`config.mk`:
```
export PLATFORM = sky130hd
export DESIGN_NAME = cpc_top
export DESIGN_NICKNAME = d
export VERILOG_FILES = /design/src/cpc_pkg.sv /design/src/cpc_top.sv
export SDC_FILE = /design/constraint.sdc
export NUM_CORES = 1
export LEC_CHECK = 0
export BUFFER_PORTS_ARGS = -buffer_cell sky130_fd_sc_hd__buf_2
export CORE_MARGIN = 8
export CORE_UTILIZATION = 45
export CTS_BUF_LIST = sky130_fd_sc_hd__clkbuf_4 sky130_fd_sc_hd__clkbuf_8
export CTS_CLUSTER_SIZE = 20
export DETAILED_ROUTE_END_ITERATION = 16
export PLACE_DENSITY_LB_ADDON = 0.08
export SYNTH_ARGS = -nofsm -noshare
export SYNTH_HDL_FRONTEND = slang
export SYNTH_SLANG_ARGS = --single-unit
```
`constraint.sdc`:
```
create_clock -name pclk -period 7.4 [get_ports pclk]
set_input_delay 1.48 -clock pclk [delete_from_list [all_inputs] [get_ports pclk]]
set_output_delay 1.48 -clock pclk [all_outputs]
set_load 0.05 [all_outputs]
```
`src/cpc_pkg.sv`:
```
// package: field layouts, register map and constants of the capability permission codec
package cpc_pkg;

    // permission set carrier, one bit per architectural grant
    typedef struct packed {
        logic sysreg_access_grant;
        logic execute_grant;
        logic store_local_grant;
        logic load_global_grant;
        logic load_mutable_grant;
        logic cap_transfer_grant;
        logic store_grant;
        logic load_grant;
    } cpc_perm_t;

    // decoded arch_perm_field
    typedef struct packed {
        logic reserved;
        logic execution_mode_flag;
        cpc_perm_t perms;
    } cpc_dec_t;

    // field widths
    localparam int AP_W = 5;
    localparam int SWP_W = 2;
    localparam int TYPE_W = 1;
    localparam int MANT_W = 10;
    localparam int BND_W = 24;
    localparam int ADDR_W = 12;
    localparam logic [7:0] MANT_WIDTH = 8'h0A;
    localparam logic [7:0] EXP_MAX = 8'h18;

    // quadrants of arch_perm_field[4:3]
    localparam logic [1:0] QUAD_DATA = 2'h0;
    localparam logic [1:0] QUAD_EXEC = 2'h1;
    localparam logic [1:0] QUAD_RCAP = 2'h2;
    localparam logic [1:0] QUAD_CAP = 2'h3;

    // permission sets, order {asr,x,sl,lg,lm,c,w,r}
    localparam logic [7:0] PS_NONE = 8'h00;
    localparam logic [7:0] PS_Q0_R = 8'h01;
    localparam logic [7:0] PS_Q0_W = 8'h02;
    localparam logic [7:0] PS_Q0_RW = 8'h03;
    localparam logic [7:0] PS_Q1_ALL = 8'hFF;
    localparam logic [7:0] PS_Q1_RO = 8'h5D;
    localparam logic [7:0] PS_Q1_RW = 8'h7F;
    localparam logic [7:0] PS_Q1_DRW = 8'h43;
    localparam logic [7:0] PS_Q2_RO = 8'h05;
    localparam logic [7:0] PS_Q2_RWSL = 8'h2F;
    localparam logic [7:0] PS_Q2_RW = 8'h0F;
    localparam logic [7:0] PS_Q3_RO = 8'h1D;
    localparam logic [7:0] PS_Q3_RWSL = 8'h3F;
    localparam logic [7:0] PS_Q3_RW = 8'h1F;

    // special capability encodings
    localparam logic [4:0] AP_INF = 5'h08;
    localparam logic [4:0] AP_INF_HYB = 5'h09;
    localparam logic [1:0] SWP_ONES = 2'h3;

    // register byte offsets
    localparam logic [11:0] OFS_CTRL = 12'h000;
    localparam logic [11:0] OFS_CAP_PERM = 12'h004;
    localparam logic [11:0] OFS_CAP_BOUNDS = 12'h008;
    localparam logic [11:0] OFS_CAP_ADDR = 12'h00C;
    localparam logic [11:0] OFS_RESTRICT_MASK = 12'h010;
    localparam logic [11:0] OFS_READ_RESULT = 12'h014;
    localparam logic [11:0] OFS_RESTRICT_RESULT = 12'h018;
    localparam logic [11:0] OFS_STATUS = 12'h01C;
    localparam logic [11:0] OFS_FORMAT = 12'h020;
    localparam logic [11:0] OFS_INF_CONST = 12'h024;

    // reset values
    localparam logic [31:0] RST_CTRL = 32'h0000_0000;
    localparam logic [31:0] RST_CAP_PERM = 32'h0000_0000;
    localparam logic [31:0] RST_CAP_BOUNDS = 32'h0000_0000;
    localparam logic [31:0] RST_CAP_ADDR = 32'h0000_0000;
    localparam logic [31:0] RST_RESTRICT_MASK = 32'h0000_07FF;
    localparam logic [31:0] RST_ZERO = 32'h0000_0000;

endpackage

```
`src/cpc_top.sv`:
```
// capability permission codec: decode, restrict and encode over an APB register file
`timescale 1ns/10ps
// Function
// - five-bit field: quadrant high, entry low
// - quadrant 0: none, load, store, both
// - quadrant 1 entry bit 0 is mode
// - quadrant 1 entries 0-1 all, 4-5 no sysreg
// - quadrant 1 entries 2-3 read-only, 6-7 data
// - restricted quadrant entry 3: load, cap transfer
// - restricted entries 6, 7 with/without store local
// - capability quadrant entries 3, 6, 7
// - reserved encodings read as no permissions
// - restrict legality steps one to five in order
// - clear load mutable, then load global
// - store local needs load mutable and store
// - execute kept only in three combinations
// - clear sysreg access, then mode flag
// - mode one invalid without hybrid mode
// - software permissions two bits, read unchanged
// - type field is one bit
// - ten-bit mantissa, extra top reconstruction bit
// - null capability is all zero fields
// - infinite capability: tag, ones, 0x8
// - hybrid infinite capability uses 0x9
// - infinite regardless of address value
// - extension permissions granted when infinite
module cpc_top (
    // clock and reset
    input wire logic pclk,
    input wire logic presetn,
    // apb slave
    input wire logic psel,
    input wire logic penable,
    input wire logic pwrite,
    input wire logic [cpc_pkg::ADDR_W-1:0] paddr,
    input wire logic [31:0] pwdata,
    input wire logic [3:0] pstrb,
    output logic [31:0] prdata,
    output logic pready,
    output logic pslverr
);
    import cpc_pkg::*;

    // decode one encoding
    function automatic cpc_dec_t cpc_decode(input logic [AP_W-1:0] ap, input logic hyb);
        cpc_dec_t d;
        d = '0;
        unique case (ap[4:3])
            QUAD_DATA: begin
                case (ap[2:0])
                    3'h0: d.perms = cpc_perm_t'(PS_NONE);
                    3'h1: d.perms = cpc_perm_t'(PS_Q0_R);
                    3'h4: d.perms = cpc_perm_t'(PS_Q0_W);
                    3'h5: d.perms = cpc_perm_t'(PS_Q0_RW);
                    default: d.reserved = 1'b1;
                endcase
            end
            QUAD_EXEC: begin
                d.execution_mode_flag = ap[0];
                unique case (ap[2:1])
                    2'h0: d.perms = cpc_perm_t'(PS_Q1_ALL);
                    2'h1: d.perms = cpc_perm_t'(PS_Q1_RO);
                    2'h2: d.perms = cpc_perm_t'(PS_Q1_RW);
                    2'h3: d.perms = cpc_perm_t'(PS_Q1_DRW);
                endcase
                if (ap[0] && !hyb) begin
                    d.reserved = 1'b1;
                end
            end
            QUAD_RCAP: begin
                case (ap[2:0])
                    3'h3: d.perms = cpc_perm_t'(PS_Q2_RO);
                    3'h6: d.perms = cpc_perm_t'(PS_Q2_RWSL);
                    3'h7: d.perms = cpc_perm_t'(PS_Q2_RW);
                    default: d.reserved = 1'b1;
                endcase
            end
            QUAD_CAP: begin
                case (ap[2:0])
                    3'h3: d.perms = cpc_perm_t'(PS_Q3_RO);
                    3'h6: d.perms = cpc_perm_t'(PS_Q3_RWSL);
                    3'h7: d.perms = cpc_perm_t'(PS_Q3_RW);
                    default: d.reserved = 1'b1;
                endcase
            end
        endcase
        if (d.reserved) begin
            d.perms = cpc_perm_t'(PS_NONE);
            d.execution_mode_flag = 1'b0;
        end
        return d;
    endfunction

    // legality steps, each applied once, in order
    function automatic cpc_dec_t cpc_legalise(input cpc_dec_t din, input logic hyb);
        cpc_dec_t d;
        d = din;
        d.reserved = 1'b0;
        if (!d.perms.load_grant) begin
            d.perms.cap_transfer_grant = 1'b0;
        end
        if (!d.perms.load_grant) begin
            d.perms.execute_grant = 1'b0;
        end
        if (d.perms.cap_transfer_grant && !d.perms.load_mutable_grant) begin
            d.perms.store_grant = 1'b0;
        end
        if (!(d.perms.store_grant || d.perms.cap_transfer_grant)) begin
            d.perms.execute_grant = 1'b0;
        end
        if (!d.perms.cap_transfer_grant) begin
            d.perms.load_mutable_grant = 1'b0;
        end
        if (!(d.perms.store_grant || d.perms.load_global_grant)) begin
            d.perms.load_mutable_grant = 1'b0;
        end
        if (!d.perms.load_mutable_grant) begin
            d.perms.load_global_grant = 1'b0;
        end
        if (!(d.perms.load_mutable_grant && d.perms.store_grant)) begin
            d.perms.store_local_grant = 1'b0;
        end
        if (!((d.perms.cap_transfer_grant && d.perms.load_mutable_grant && d.perms.load_global_grant
               && d.perms.store_local_grant)
              || (d.perms.cap_transfer_grant && d.perms.load_mutable_grant && d.perms.load_global_grant
                  && !d.perms.store_grant)
              || !(d.perms.cap_transfer_grant || d.perms.load_mutable_grant || d.perms.load_global_grant
                   || d.perms.store_local_grant))) begin
            d.perms.execute_grant = 1'b0;
        end
        if (!(d.perms.store_grant && d.perms.cap_transfer_grant && d.perms.execute_grant)) begin
            d.perms.sysreg_access_grant = 1'b0;
        end
        if (!(d.perms.execute_grant && hyb)) begin
            d.execution_mode_flag = 1'b0;
        end
        return d;
    endfunction

    // search for the lowest non-reserved encoding whose meaning matches
    function automatic logic [AP_W:0] cpc_encode(input cpc_dec_t want, input logic hyb);
        logic [AP_W:0] res;
        cpc_dec_t d;
        res = '0;
        d = '0;
        for (int i = 0; i < (1 << AP_W); i++) begin
            d = cpc_decode(i[AP_W-1:0], hyb);
            if (!res[AP_W] && !d.reserved && d.perms == want.perms
                && d.execution_mode_flag == want.execution_mode_flag) begin
                res = {1'b1, i[AP_W-1:0]};
            end
        end
        return res;
    endfunction

    // apply byte strobes
    function automatic logic [31:0] cpc_merge(input logic [31:0] old, input logic [31:0] wd,
                                              input logic [3:0] strb);
        logic [31:0] m;
        m = old;
        for (int b = 0; b < 4; b++) begin
            if (strb[b]) begin
                m[8*b +: 8] = wd[8*b +: 8];
            end
        end
        return m;
    endfunction

    // software registers
    logic hybrid_en;
    logic [AP_W-1:0] cap_ap;
    logic [SWP_W-1:0] cap_swp;
    logic [TYPE_W-1:0] cap_type;
    logic cap_tag;
    logic [BND_W-1:0] cap_bounds;
    logic [31:0] cap_addr;
    logic [10:0] restrict_mask;
    // result registers, then combinational next values
    logic [31:0] read_result;
    logic [31:0] restrict_result;
    logic [31:0] status;
    logic [31:0] next_ctrl;
    logic [31:0] next_cap_perm;
    logic [31:0] next_cap_bounds;
    logic [31:0] next_cap_addr;
    logic [31:0] next_restrict_mask;
    logic [31:0] next_read_result;
    logic [31:0] next_restrict_result;
    logic [31:0] next_status;
    logic [31:0] next_prdata;
    logic next_pready;
    logic next_pslverr;

    // combinational codec paths
    cpc_dec_t cur_dec;
    cpc_dec_t req_dec;
    cpc_dec_t legal_dec;
    logic [AP_W:0] enc;
    logic [AP_W-1:0] inf_ap;
    logic is_null;
    logic is_inf;
    logic access;
    logic mapped;
    logic [31:0] rd_value;

    always_comb begin
        cur_dec = cpc_decode(cap_ap, hybrid_en);
        req_dec = cur_dec;
        req_dec.perms = cpc_perm_t'(cur_dec.perms & restrict_mask[7:0]);
        req_dec.execution_mode_flag = cur_dec.execution_mode_flag & restrict_mask[8];
        legal_dec = cpc_legalise(req_dec, hybrid_en);
        enc = cpc_encode(legal_dec, hybrid_en);
        inf_ap = hybrid_en ? AP_INF_HYB : AP_INF;
        // bounds word holds exponent format, top_recon_bit, mantissa and exponent bits
        is_null = !cap_tag && cap_swp == '0 && cap_ap == '0 && cap_type == '0
                  && cap_bounds == '0 && cap_addr == '0;
        is_inf = cap_tag && cap_swp == SWP_ONES && cap_ap == inf_ap && cap_type == '0
                 && cap_bounds == '0;
    end

    // apb decode and next values
    always_comb begin
        access = psel && penable && pready;
        mapped = 1'b1;
        rd_value = RST_ZERO;
        unique case (paddr)
            OFS_CTRL: rd_value = {31'h0000_0000, hybrid_en};
            OFS_CAP_PERM: rd_value = {23'h00_0000, cap_tag, cap_type, cap_swp, cap_ap};
            OFS_CAP_BOUNDS: rd_value = {8'h00, cap_bounds};
            OFS_CAP_ADDR: rd_value = cap_addr;
            OFS_RESTRICT_MASK: rd_value = {21'h00_0000, restrict_mask};
            OFS_READ_RESULT: rd_value = read_result;
            OFS_RESTRICT_RESULT: rd_value = restrict_result;
            OFS_STATUS: rd_value = status;
            OFS_FORMAT: rd_value = {4'h0, 4'h5, 4'h1, 4'h2, EXP_MAX, MANT_WIDTH};
            OFS_INF_CONST: rd_value = {23'h00_0000, 1'b1, 1'b0, SWP_ONES, inf_ap};
            default: mapped = 1'b0;
        endcase

        next_ctrl = {31'h0000_0000, hybrid_en};
        next_cap_perm = {23'h00_0000, cap_tag, cap_type, cap_swp, cap_ap};
        next_cap_bounds = {8'h00, cap_bounds};
        next_cap_addr = cap_addr;
        next_restrict_mask = {21'h00_0000, restrict_mask};
        if (access && pwrite) begin
            unique case (paddr)
                OFS_CTRL: next_ctrl = cpc_merge(next_ctrl, pwdata, pstrb);
                OFS_CAP_PERM: next_cap_perm = cpc_merge(next_cap_perm, pwdata, pstrb);
                OFS_CAP_BOUNDS: next_cap_bounds = cpc_merge(next_cap_bounds, pwdata, pstrb);
                OFS_CAP_ADDR: next_cap_addr = cpc_merge(next_cap_addr, pwdata, pstrb);
                OFS_RESTRICT_MASK: next_restrict_mask = cpc_merge(next_restrict_mask, pwdata, pstrb);
                default: next_ctrl = {31'h0000_0000, hybrid_en};
            endcase
        end

        // read op: decoded grants, mode, software permissions unchanged
        next_read_result = {15'h0000, cur_dec.reserved, 5'h00, cap_swp,
                            cur_dec.execution_mode_flag, cur_dec.perms};
        next_restrict_result = {15'h0000, !enc[AP_W], 9'h000,
                                cap_swp & restrict_mask[10:9], enc[AP_W-1:0]};
        next_status = {29'h0000_0000, is_inf, is_inf, is_null};

        // zero-wait slave: ready in the first access cycle
        next_pready = psel && !penable;
        next_pslverr = psel && !penable && !mapped;
        next_prdata = (psel && !penable && !pwrite) ? rd_value : RST_ZERO;
    end

    always_ff @(posedge pclk or negedge presetn) begin
        if (!presetn) begin
            hybrid_en <= RST_CTRL[0];
            {cap_tag, cap_type, cap_swp, cap_ap} <= RST_CAP_PERM[8:0];
            cap_bounds <= RST_CAP_BOUNDS[BND_W-1:0];
            cap_addr <= RST_CAP_ADDR;
            restrict_mask <= RST_RESTRICT_MASK[10:0];
            read_result <= RST_ZERO;
            restrict_result <= RST_ZERO;
            status <= RST_ZERO;
            prdata <= RST_ZERO;
            pready <= 1'b0;
            pslverr <= 1'b0;
        end else begin
            hybrid_en <= next_ctrl[0];
            {cap_tag, cap_type, cap_swp, cap_ap} <= next_cap_perm[8:0];
            cap_bounds <= next_cap_bounds[BND_W-1:0];
            cap_addr <= next_cap_addr;
            restrict_mask <= next_restrict_mask[10:0];
            read_result <= next_read_result;
            restrict_result <= next_restrict_result;
            status <= next_status;
            prdata <= next_prdata;
            pready <= next_pready;
            pslverr <= next_pslverr;
        end
    end

endmodule // cpc_top

```
Yosys cells after proc, flatten, opt, wreduce, memory -nomap -nowiden:

Index checks and enable logic that the tools add are counted.

* output and inout port bits: 34
* bits in registers: 133
* logic and storage cells: 239

* multiplexer cells: 48
* bitwise logic cells: 5
* reductions and logical operators: 122
* equal/unequal tests: 44

Operator list (number)
* 32-bit one-hot mux with 10 select lines: 1
* 6-bit two-way mux: 18
* 1-bit logical AND: 64
* 8-bit one-hot mux with 4 select lines: 2
* 12-bit by 5-bit == test with 1-bit output, second input constant: 4
* 9-bit two-way mux: 5
* 6-bit one-hot mux with 3 select lines: 2
* 3-bit AND reduction: 12
* 8-bit == test: 4
* 32-bit zero test: 1
* 32-bit two-way mux: 1
* 1-bit zero test: 26
* 12-bit by 4-bit == test with 1-bit output, second input constant: 2
* 12-bit by 6-bit == test with 1-bit output, second input constant: 2
* 7-bit by 8-bit == test with 1-bit output, first input constant: 3
* 24-bit zero test: 1
* 1-bit two-way mux: 17
* 2-bit by 8-bit == test with 1-bit output, first input constant: 2
* 5-bit by 8-bit == test with 1-bit output, first input constant: 2
* 6-bit by 8-bit == test with 1-bit output, first input constant: 2
* 12-bit by 3-bit == test with 1-bit output, second input constant: 1
* 3-bit == test, second input constant: 4
* 12-bit zero test: 1
* 2-bit == test, second input constant: 5
* 24 further kinds: 37

Longest topological paths before layout:

Gate-level depths: netlist (run 1).

* depth after elaboration: 95
* gate-level depth with buffers: 16
* depth with buffers taken out: 15

Worst setup path before layout (run 1):

No wires, ideal clock.

* kind: reg2reg
* from: register hybrid_en
* to: register restrict_result[16]
* cell stages (with the launch flop): 16
* setup time: 0.121 ns
* data arrival time: 3.489 ns
* setup slack: 3.790 ns
* period minus slack after synthesis: 3.610 ns
* buffers on the path: 1
* cells stage by stage: dfrtp_1 > inv_1 > ha_1 > or3b_1 > buf_2 > inv_2 > and3_1 > o211ai_1 > o22ai_2 > ha_1 > nand3_1 > or2_4 > or4_1 > or4_1 > and3_1 > and4b_1

RTL lines
* start, declared: RTL line cpc_top.sv:170 `logic hybrid_en;`
* start signal, assigned: RTL line cpc_top.sv:271 `hybrid_en <= RST_CTRL[0];`
* start signal, assigned: RTL line cpc_top.sv:283 `hybrid_en <= next_ctrl[0];`
* end signal, assigned: RTL line cpc_top.sv:289 `restrict_result <= next_restrict_result;`
* end, declared: RTL line cpc_top.sv:180 `logic [31:0] restrict_result;`

Worst setup path in the final report (run 1):

* from: register cap_ap[0]
* to: register restrict_result[16]

* word-level cells in the longest chain between the ends: 95
* elaborated cells on any way between the ends: 150
* classes of those cells: eq/ne: 27; mux: 39; bitwise: 3; reduce/logical: 81

RTL lines
* start, declared: RTL line cpc_top.sv:171 `logic [AP_W-1:0] cap_ap;`
* start signal, assigned: RTL line cpc_top.sv:272 `{cap_tag, cap_type, cap_swp, cap_ap} <= RST_CAP_PERM[8:0];`
* start signal, assigned: RTL line cpc_top.sv:284 `{cap_tag, cap_type, cap_swp, cap_ap} <= next_cap_perm[8:0];`
* 3-bit == test, or another cell as far along: RTL line cpc_top.sv:50 `case (ap[2:0])`
* 4-bit OR reduction (no source line) / 3-bit OR reduction (equally long branches)
* 1-bit two-way mux (on tied branches): RTL line cpc_top.sv:50, cpc_top.sv:71, cpc_top.sv:79
* 1-bit one-hot mux with 3 select lines: RTL line cpc_top.sv:48 `unique case (ap[4:3])`
* 9-bit two-way mux *: RTL line cpc_top.sv:87 `if (d.reserved) begin`
* 8-bit bitwise AND: RTL line cpc_top.sv:209 `req_dec.perms = cpc_perm_t'(cur_dec.perms & restrict_mask[7:0]);`
* 1-bit two-way mux / 1-bit zero test (equally long branches): RTL line cpc_top.sv:99, cpc_top.sv:105
* 1-bit logical AND: RTL line cpc_top.sv:105 `if (d.perms.cap_transfer_grant && !d.perms.load_mutable_grant) begin`
* [80 not listed]
* 1-bit logical AND: RTL line cpc_top.sv:149 `&& d.execution_mode_flag == want.execution_mode_flag) begin`
* 6-bit two-way mux: RTL line cpc_top.sv:148 `if (!res[AP_W] && !d.reserved && d.perms == want.perms`
* 1-bit zero test: RTL line cpc_top.sv:148
* 1-bit logical AND: RTL line cpc_top.sv:148
* 1-bit logical AND: RTL line cpc_top.sv:149
* 6-bit two-way mux *: RTL line cpc_top.sv:148
* 1-bit zero test *: RTL line cpc_top.sv:259 `next_restrict_result = {15'h0000, !enc[AP_W], 9'h000,`
* net next_restrict_result[16]: RTL line cpc_top.sv:188 `logic [31:0] next_restrict_result;`

Mark *: on every way through the listed nets, which the timed path passes. The rest lies on a longest branch.
A chain may end at the register's enable or synchronous reset.

==> metrics.md, run 1 <==
| Metric | Value |
|---|---|
| FF+latch count, synth | 133 |
| Crit path capture type | register |
| Routability cong. | 0.933 |
| CP Data Required Time | 7.73 ns |
| Die Height | 132 µm |
| Reg2Reg Depth | 12 |
| Vias in the first global route | 4,750 |
| H-tree levels | 4 |
| Starting Density | 0.459 |
| Diode count | 0 |
| Crit share post-route | 0.585 |
| FILL cells | 1,181 |
| Setup bufs post-CTS | 0 |
| HP Class | register to register |
| Top cells by area, synth | dfrtp_1, mux2_2, dfstp_2 |
| Number of vias per cell | 5.81 |
| Initial DRC count | 420 |
| Grt total ovfl | 0 |
| PostCTS Resize Cnt | 0 |
| Chip Width | 132 µm |
| R2r startpoint | cap_ap[0]$_DFFE_PN0P_ |
| Layout cell share with drive strength beyond 1 | 0.356 |
| Remaining DRCs | 0 |
| Root buffer cell | clkbuf_8 |
| Slew Viols, Final | 0 |
| Placed standard-cell area | 6640 µm² |
| Most numerous cell in the Yosys netlist | dfrtp_1 |
| TritonCTS buffer count | 17 |
| Routed vias | 4,615 |
| Cell accounting for the most synthesized area | dfrtp_1 |
| Commonest cells post-synth | dfrtp_1, mux2_2, nor2_1 |
| # clock sinks | 133 |
| CTS tree | built |
| RSZ-0062 raised after global routing | no |
| Synthesized netlist cell count | 522 |
| Post-layout minimum cycle time | 4.33 ns |
| R2R setup slack | 3.07 ns |
| Synth warn | 0 |
| Final setup violation count | 0 |
| Synth Net Count | 577 |
| # IOs | 87 |
| CORE AREA | 13,200 µm² |
| Largest net degree at the start of global routing | 84 |
| Post-route setup TNS | 0 ns |
| Max Freq | 231 MHz |
| Clk buf depth | 2 |
| GRT Overall Usage | 0.199 |
| Setup Skew | 0.00770 ns |
| Peak VDD IR | 0.0000881 V |
| Initial antenna violation count | 0 |
| Wl on met1 | 7.47 mm |
| Clock Latency Late Sink | 0.45 ns |
| Crit path launch type | register |
| Dominant synthesized flop cell | dfrtp_1 |
| WL/cell | 21.3 µm |
| CP max FO | 11 |
| Routed Antenna Nets | 0 |
| Number of port buffers | 86 |
| Hold-fix buffers at CTS | 0 |
| Wire length on met2 | 7.79 mm |
| DPL Wire Length | 12.0 mm |
| Cell row count | 42 |
| Leakage power | 3.44 nW |
| Final hold vios | 0 |
| Top routing layer in use | met4 |
| Sequential area share after synthesis | 0.552 |
| DRT Wirelength | 16.9 mm |
| Met3 wire length | 1.17 mm |
| Nets | 660 |
| Slew margin rel. | 0.280 |
| Critical Path AT | 4.66 ns |
| Avg Cell Area, Syn | 11.6 µm² |
| Area growth, synth to finish | 18.2% |
| CP endpoint | restrict_result[16]$_DFF_PN0_ |
| Mapped cell area | 6050 µm² |
| First-pass DRT Iterations | 5 |
| Final Core Density | 0.542 |
| First-pass GRT wire length | 27.1 mm |
| CP Class | register to register |
| Post-synthesis async set-or-reset flop share | 1.00 |
| Die area | 17,400 µm² |
| RR Endpoint | restrict_result[16]$_DFF_PN0_ |
| Clock-pin transition on the worst setup and hold timing paths | 0.08 ns |
| Status | completed |
| Post-route cell area | 7150 µm² |
| MaxCap Viol Count | 0 |
| Post-synth EDFFs | 0 |
| P per Cell Area | 216 nW/µm² |
| Worst-Margin Slew | 1.08 ns |
| Yosys top cell area share | 0.505 |
| Netlist cell types | 56 |
| Crit. Startpoint | cap_ap[0]$_DFFE_PN0P_ |
==> layout by cell type, fill, tap and decap left out, drive strengths merged, types with 7 or more instances in the layout <==
cell type / n
o21ai: 13
nor4: 18
mux2: 75
nand3: 15
a21oi: 17
and2: 15
inv: 7
dfstp: 11
mux2i: 13
clkbuf: 19
nor2: 34
a31oi: 14
a22oi: 13
nand2: 33
nor3: 15
bufinv: 7
and3: 7
dfrtp: 122
buf: 91
==> sequential cells by signal (all words and copies together), names as in the netlist <==
register	count
cap_addr	32
cap_ap	5
cap_bounds	24
cap_swp	2
cap_tag	1
cap_type	1
hybrid_en	1
prdata	32
pready	1
pslverr	1
read_result	12
restrict_mask	11
restrict_result	8
status	2
==> per-layer routing <==
layer | vias to the layer above | GRT usage
met5 | - | 0
met1 | 2285 | 0.258
met3 | 30 | 0.0549
li1 | 2101 | -
met4 | 0 | 0.0938
met2 | 199 | 0.302
==> cell type report <==
| type | instances | area [µm²] | share of cell area |
|---|---|---|---|
| Clock buffer | 19 | 262 | 0.0366 |
| Inverter | 7 | 26.3 | 0.00367 |
| Multi-Input combinational cell | 355 | 2580 | 0.360 |
| Sequential cell | 133 | 3340 | 0.467 |
| Clock inverter | 13 | 251 | 0.0352 |
| Timing Repair Buffer | 91 | 474 | 0.0663 |
| Tap cell | 176 | 220 | 0.0308 |
==> worst min path at each step <==
stage                             startpoint                        end  slack, ns  cells past startpoint
floorplan             cap_swp[1]$_DFFE_PN0P_  read_result[10]$_DFF_PN0_       0.42                      0
global placement      cap_swp[1]$_DFFE_PN0P_  read_result[10]$_DFF_PN0_       0.50                      0
detailed placement    cap_swp[1]$_DFFE_PN0P_  read_result[10]$_DFF_PN0_       0.50                      0
CTS                   cap_swp[1]$_DFFE_PN0P_  read_result[10]$_DFF_PN0_       0.51                      0
global route        read_result[7]$_DFF_PN0_        prdata[7]$_DFF_PN0_       0.53                      2
finish                cap_swp[1]$_DFFE_PN0P_  read_result[10]$_DFF_PN0_       0.51                      0
==> power by group <==
| part | total, W | switching [W] | internal (W) |
|---|---|---|---|
| Sequential | 0.000728 | 0.000000260 | 0.000727 |
| Combinational | 0.0000484 | 0.0000337 | 0.0000147 |
| Clock | 0.000771 | 0.000284 | 0.000487 |
==> kinds of logic (layout without fill, tap and decap cells) <==
group                      after synthesis  count (layout)  synth area share
and+or+nand+nor                        176             176             0.159
DFF                                    133             133             0.552
AOI/OAI and AO/OA                       89              89             0.102
muxes                                   88              88             0.161
buffers and inverters                   34             130            0.0215
adders and majority gates                2               2           0.00413
==> metrics by stage <==
stage,hold WS [ns],worst slack [ns],cells,total power (W)
final,0.513,3.07,794,0.00155
after global routing,0.533,2.83,794,0.00159
after CTS,0.513,3.10,794,0.00156
after detailed placement,0.496,2.95,762,0.000791
after global placement,0.498,3.08,762,0.000790
after floorplan,0.418,3.79,522,0.000753
==> critical path, stage by stage, from the launching register on <==
cell      delay (ns)
dfrtp_1         0.57
ha_1            0.35
or4b_1          0.55
a21boi_1        0.35
a211oi_1        0.13
o22ai_2         0.29
ha_1            0.21
nand3_1         0.09
or2_4           0.28
or4_1           0.43
or4_1           0.52
and3_1          0.22
and4b_1         0.19
Note: power is estimated with default switching activity, not from simulation.
==> inputs of run 2 (changes only) <==
- clock period: 7.4 -> 3.5 ns (I/O delays scaled with it)
==> run 2 against run 1 <==
Critical path depth grew 2. Sequential share of layout area decreased by 1.1 points. Setup slack worse by 2.9 ns. Global-route usage up 0.43 points. Final cell count increased by 3.0%. Worst hold slack lost 0.29 ns. Largest power group is now registers.
==> metrics.md, run 2 (same netlist as run 1, synthesis figures left out) <==
| Metric | Value |
|---|---|
| Status | completed |
| Max Freq | 299 MHz |
| Final Core Density | 0.556 |
| Cell row count | 42 |
| Root buffer cell | clkbuf_8 |
| Routed vias | 4,727 |
| First-pass DRT Iterations | 6 |
| Nets | 684 |
| CORE AREA | 13,200 µm² |
| Crit path launch type | register |
| Routability cong. | 0.885 |
| Post-Layout Cell Count | 818 |
| CP Class | register to register |
| Die area | 17,400 µm² |
| Number of port buffers | 86 |
| Setup Skew | 0.00847 ns |
| Top flop regs | cap_addr x32, prdata x32, cap_bounds x24 |
| Chip Width | 132 µm |
| Slew margin rel. | 0.504 |
| Area growth, synth to finish | 21.2% |
| Slew Viols, Final | 0 |
| DRT Wirelength | 17.4 mm |
| Clock-pin transition on the worst setup and hold timing paths | 0.07 ns |
| HP Class | primary input to asynchronous set/reset pin |
| Die Height | 132 µm |
| Remaining DRCs | 0 |
| Hold-fix buffers at CTS | 0 |
| Final hold vios | 0 |
| Placed instance count | 786 |
| # clock sinks | 133 |
| # IOs | 87 |
| Reg2Reg Depth | 14 |
| Final setup violation count | 0 |
| Crit share post-route | 0.956 |
| First-pass GRT wire length | 27.4 mm |
| Final Power | 0.00306 W |
| Post-layout minimum cycle time | 3.35 ns |
| Peak VDD IR | 0.000223 V |
| CP Data Required Time | 3.84 ns |
| P per Cell Area | 417 nW/µm² |
| RSZ-0062 raised after global routing | no |
| Diode count | 0 |
| Initial antenna violation count | 1 |
| Starting Density | 0.459 |
| Leakage power | 3.53 nW |
| Vias in the first global route | 4,817 |
| TritonCTS buffer count | 17 |
| DPL Wire Length | 12.8 mm |
| CP max FO | 5 |
| Worst-Margin Slew | 0.738 ns |
| Clock Latency Late Sink | 0.45 ns |
| Commonest non-fill, non-tap cell in the layout | dfrtp_1 |
| Critical Path AT | 3.69 ns |
| Layout cell share with drive strength beyond 1 | 0.397 |
| Crit path capture type | register |
| MaxCap Viol Count | 0 |
| CTS tree | built |
| GRT Overall Usage | 0.203 |
| Initial DRC count | 409 |
| WL/cell | 21.2 µm |
| Largest net degree at the start of global routing | 64 |
| Grt total ovfl | 0 |
| H-tree levels | 4 |
| Clk buf depth | 2 |
| Number of vias per cell | 5.78 |
| Routed Antenna Nets | 0 |
| Most frequent cells in the layout | dfrtp_1, buf_2, mux2_2 |
## run 2: changes by cell type in the layout (fill, tap and decap cells not counted), sizes merged
| cell | delta |
|---|---|
| buf | +24 |
| bufinv | -3 |
| clkbuf | +1 |
| clkinv | -2 |
| clkinvlp | +4 |
## run 2: worst max-delay path: stages (launching register included)
cell	delay [ns]
dfrtp_1	0.36
inv_2	0.06
ha_4	0.17
or3b_4	0.38
inv_2	0.06
and3_4	0.18
o211ai_1	0.10
o22ai_2	0.19
ha_2	0.19
nand3_1	0.09
or2_4	0.25
or4_4	0.42
or4_4	0.43
and3_4	0.18
and4b_1	0.17
## run 2: metrics by stage
stage	hold slack, ns	setup slack [ns]	instance area (µm²)	setup TNS (ns)
after floorplan	0.404	-0.0213	6070	-0.0213
after global placement	0.499	0.0697	6840	0
after detailed placement	0.502	0.0590	6840	0
after CTS	0.234	0.0406	7290	0
after global routing	0.262	0.0229	7330	0
final	0.228	0.152	7330	0
## run 2: routing by layer
| layer | routed length, µm | track usage | vias up |
|---|---|---|---|
| li1 | - | - | 2148 |
| met4 | 382 | 0.0791 | 2 |
| met2 | 7960 | 0.313 | 199 |
| met3 | 1140 | 0.0545 | 33 |
| met5 | 13 | 0 | - |
| met1 | 7850 | 0.267 | 2345 |
## run 2: path summary, 6_finish.rpt
path / to / from / slack, ns
worst max register to register: restrict_result[16]$_DFF_PN0_ / hybrid_en$_DFFE_PN0P_ / 0.15
min in group pclk: pready$_DFF_PN0_ / penable / 0.43
max in group asynchronous: restrict_mask[6]$_DFFE_PN1P_ / presetn / 2.45
worst min register to register: read_result[10]$_DFF_PN0_ / cap_swp[1]$_DFFE_PN0P_ / 0.52
worst min-delay path: prdata[25]$_DFF_PN0_ / presetn / 0.23
worst max-delay path: restrict_result[16]$_DFF_PN0_ / hybrid_en$_DFFE_PN0P_ / 0.15
## run 2: area by class of cell
type / count / area (µm²)
well taps: 176 / 220
inverters: 7 / 26.3
flip-flops and latches: 133 / 3340
clock inverters: 12 / 178
repair buffers: 115 / 667
clock buffers: 20 / 269
multi-input cells: 355 / 2630
fillers: 1153 / 5860
## run 2: what timing repair did
item / CTS / global route
buffers inserted: 0 / 0
resized for setup: 0 / 9
setup endpoints to repair: 0 / 3
## run 2: report_power, final
group	internal, W	switching, W	total (W)
Sequential	0.00154	0.000000522	0.00154
Clock	0.000820	0.000600	0.00142
Combinational	0.0000334	0.0000695	0.000103
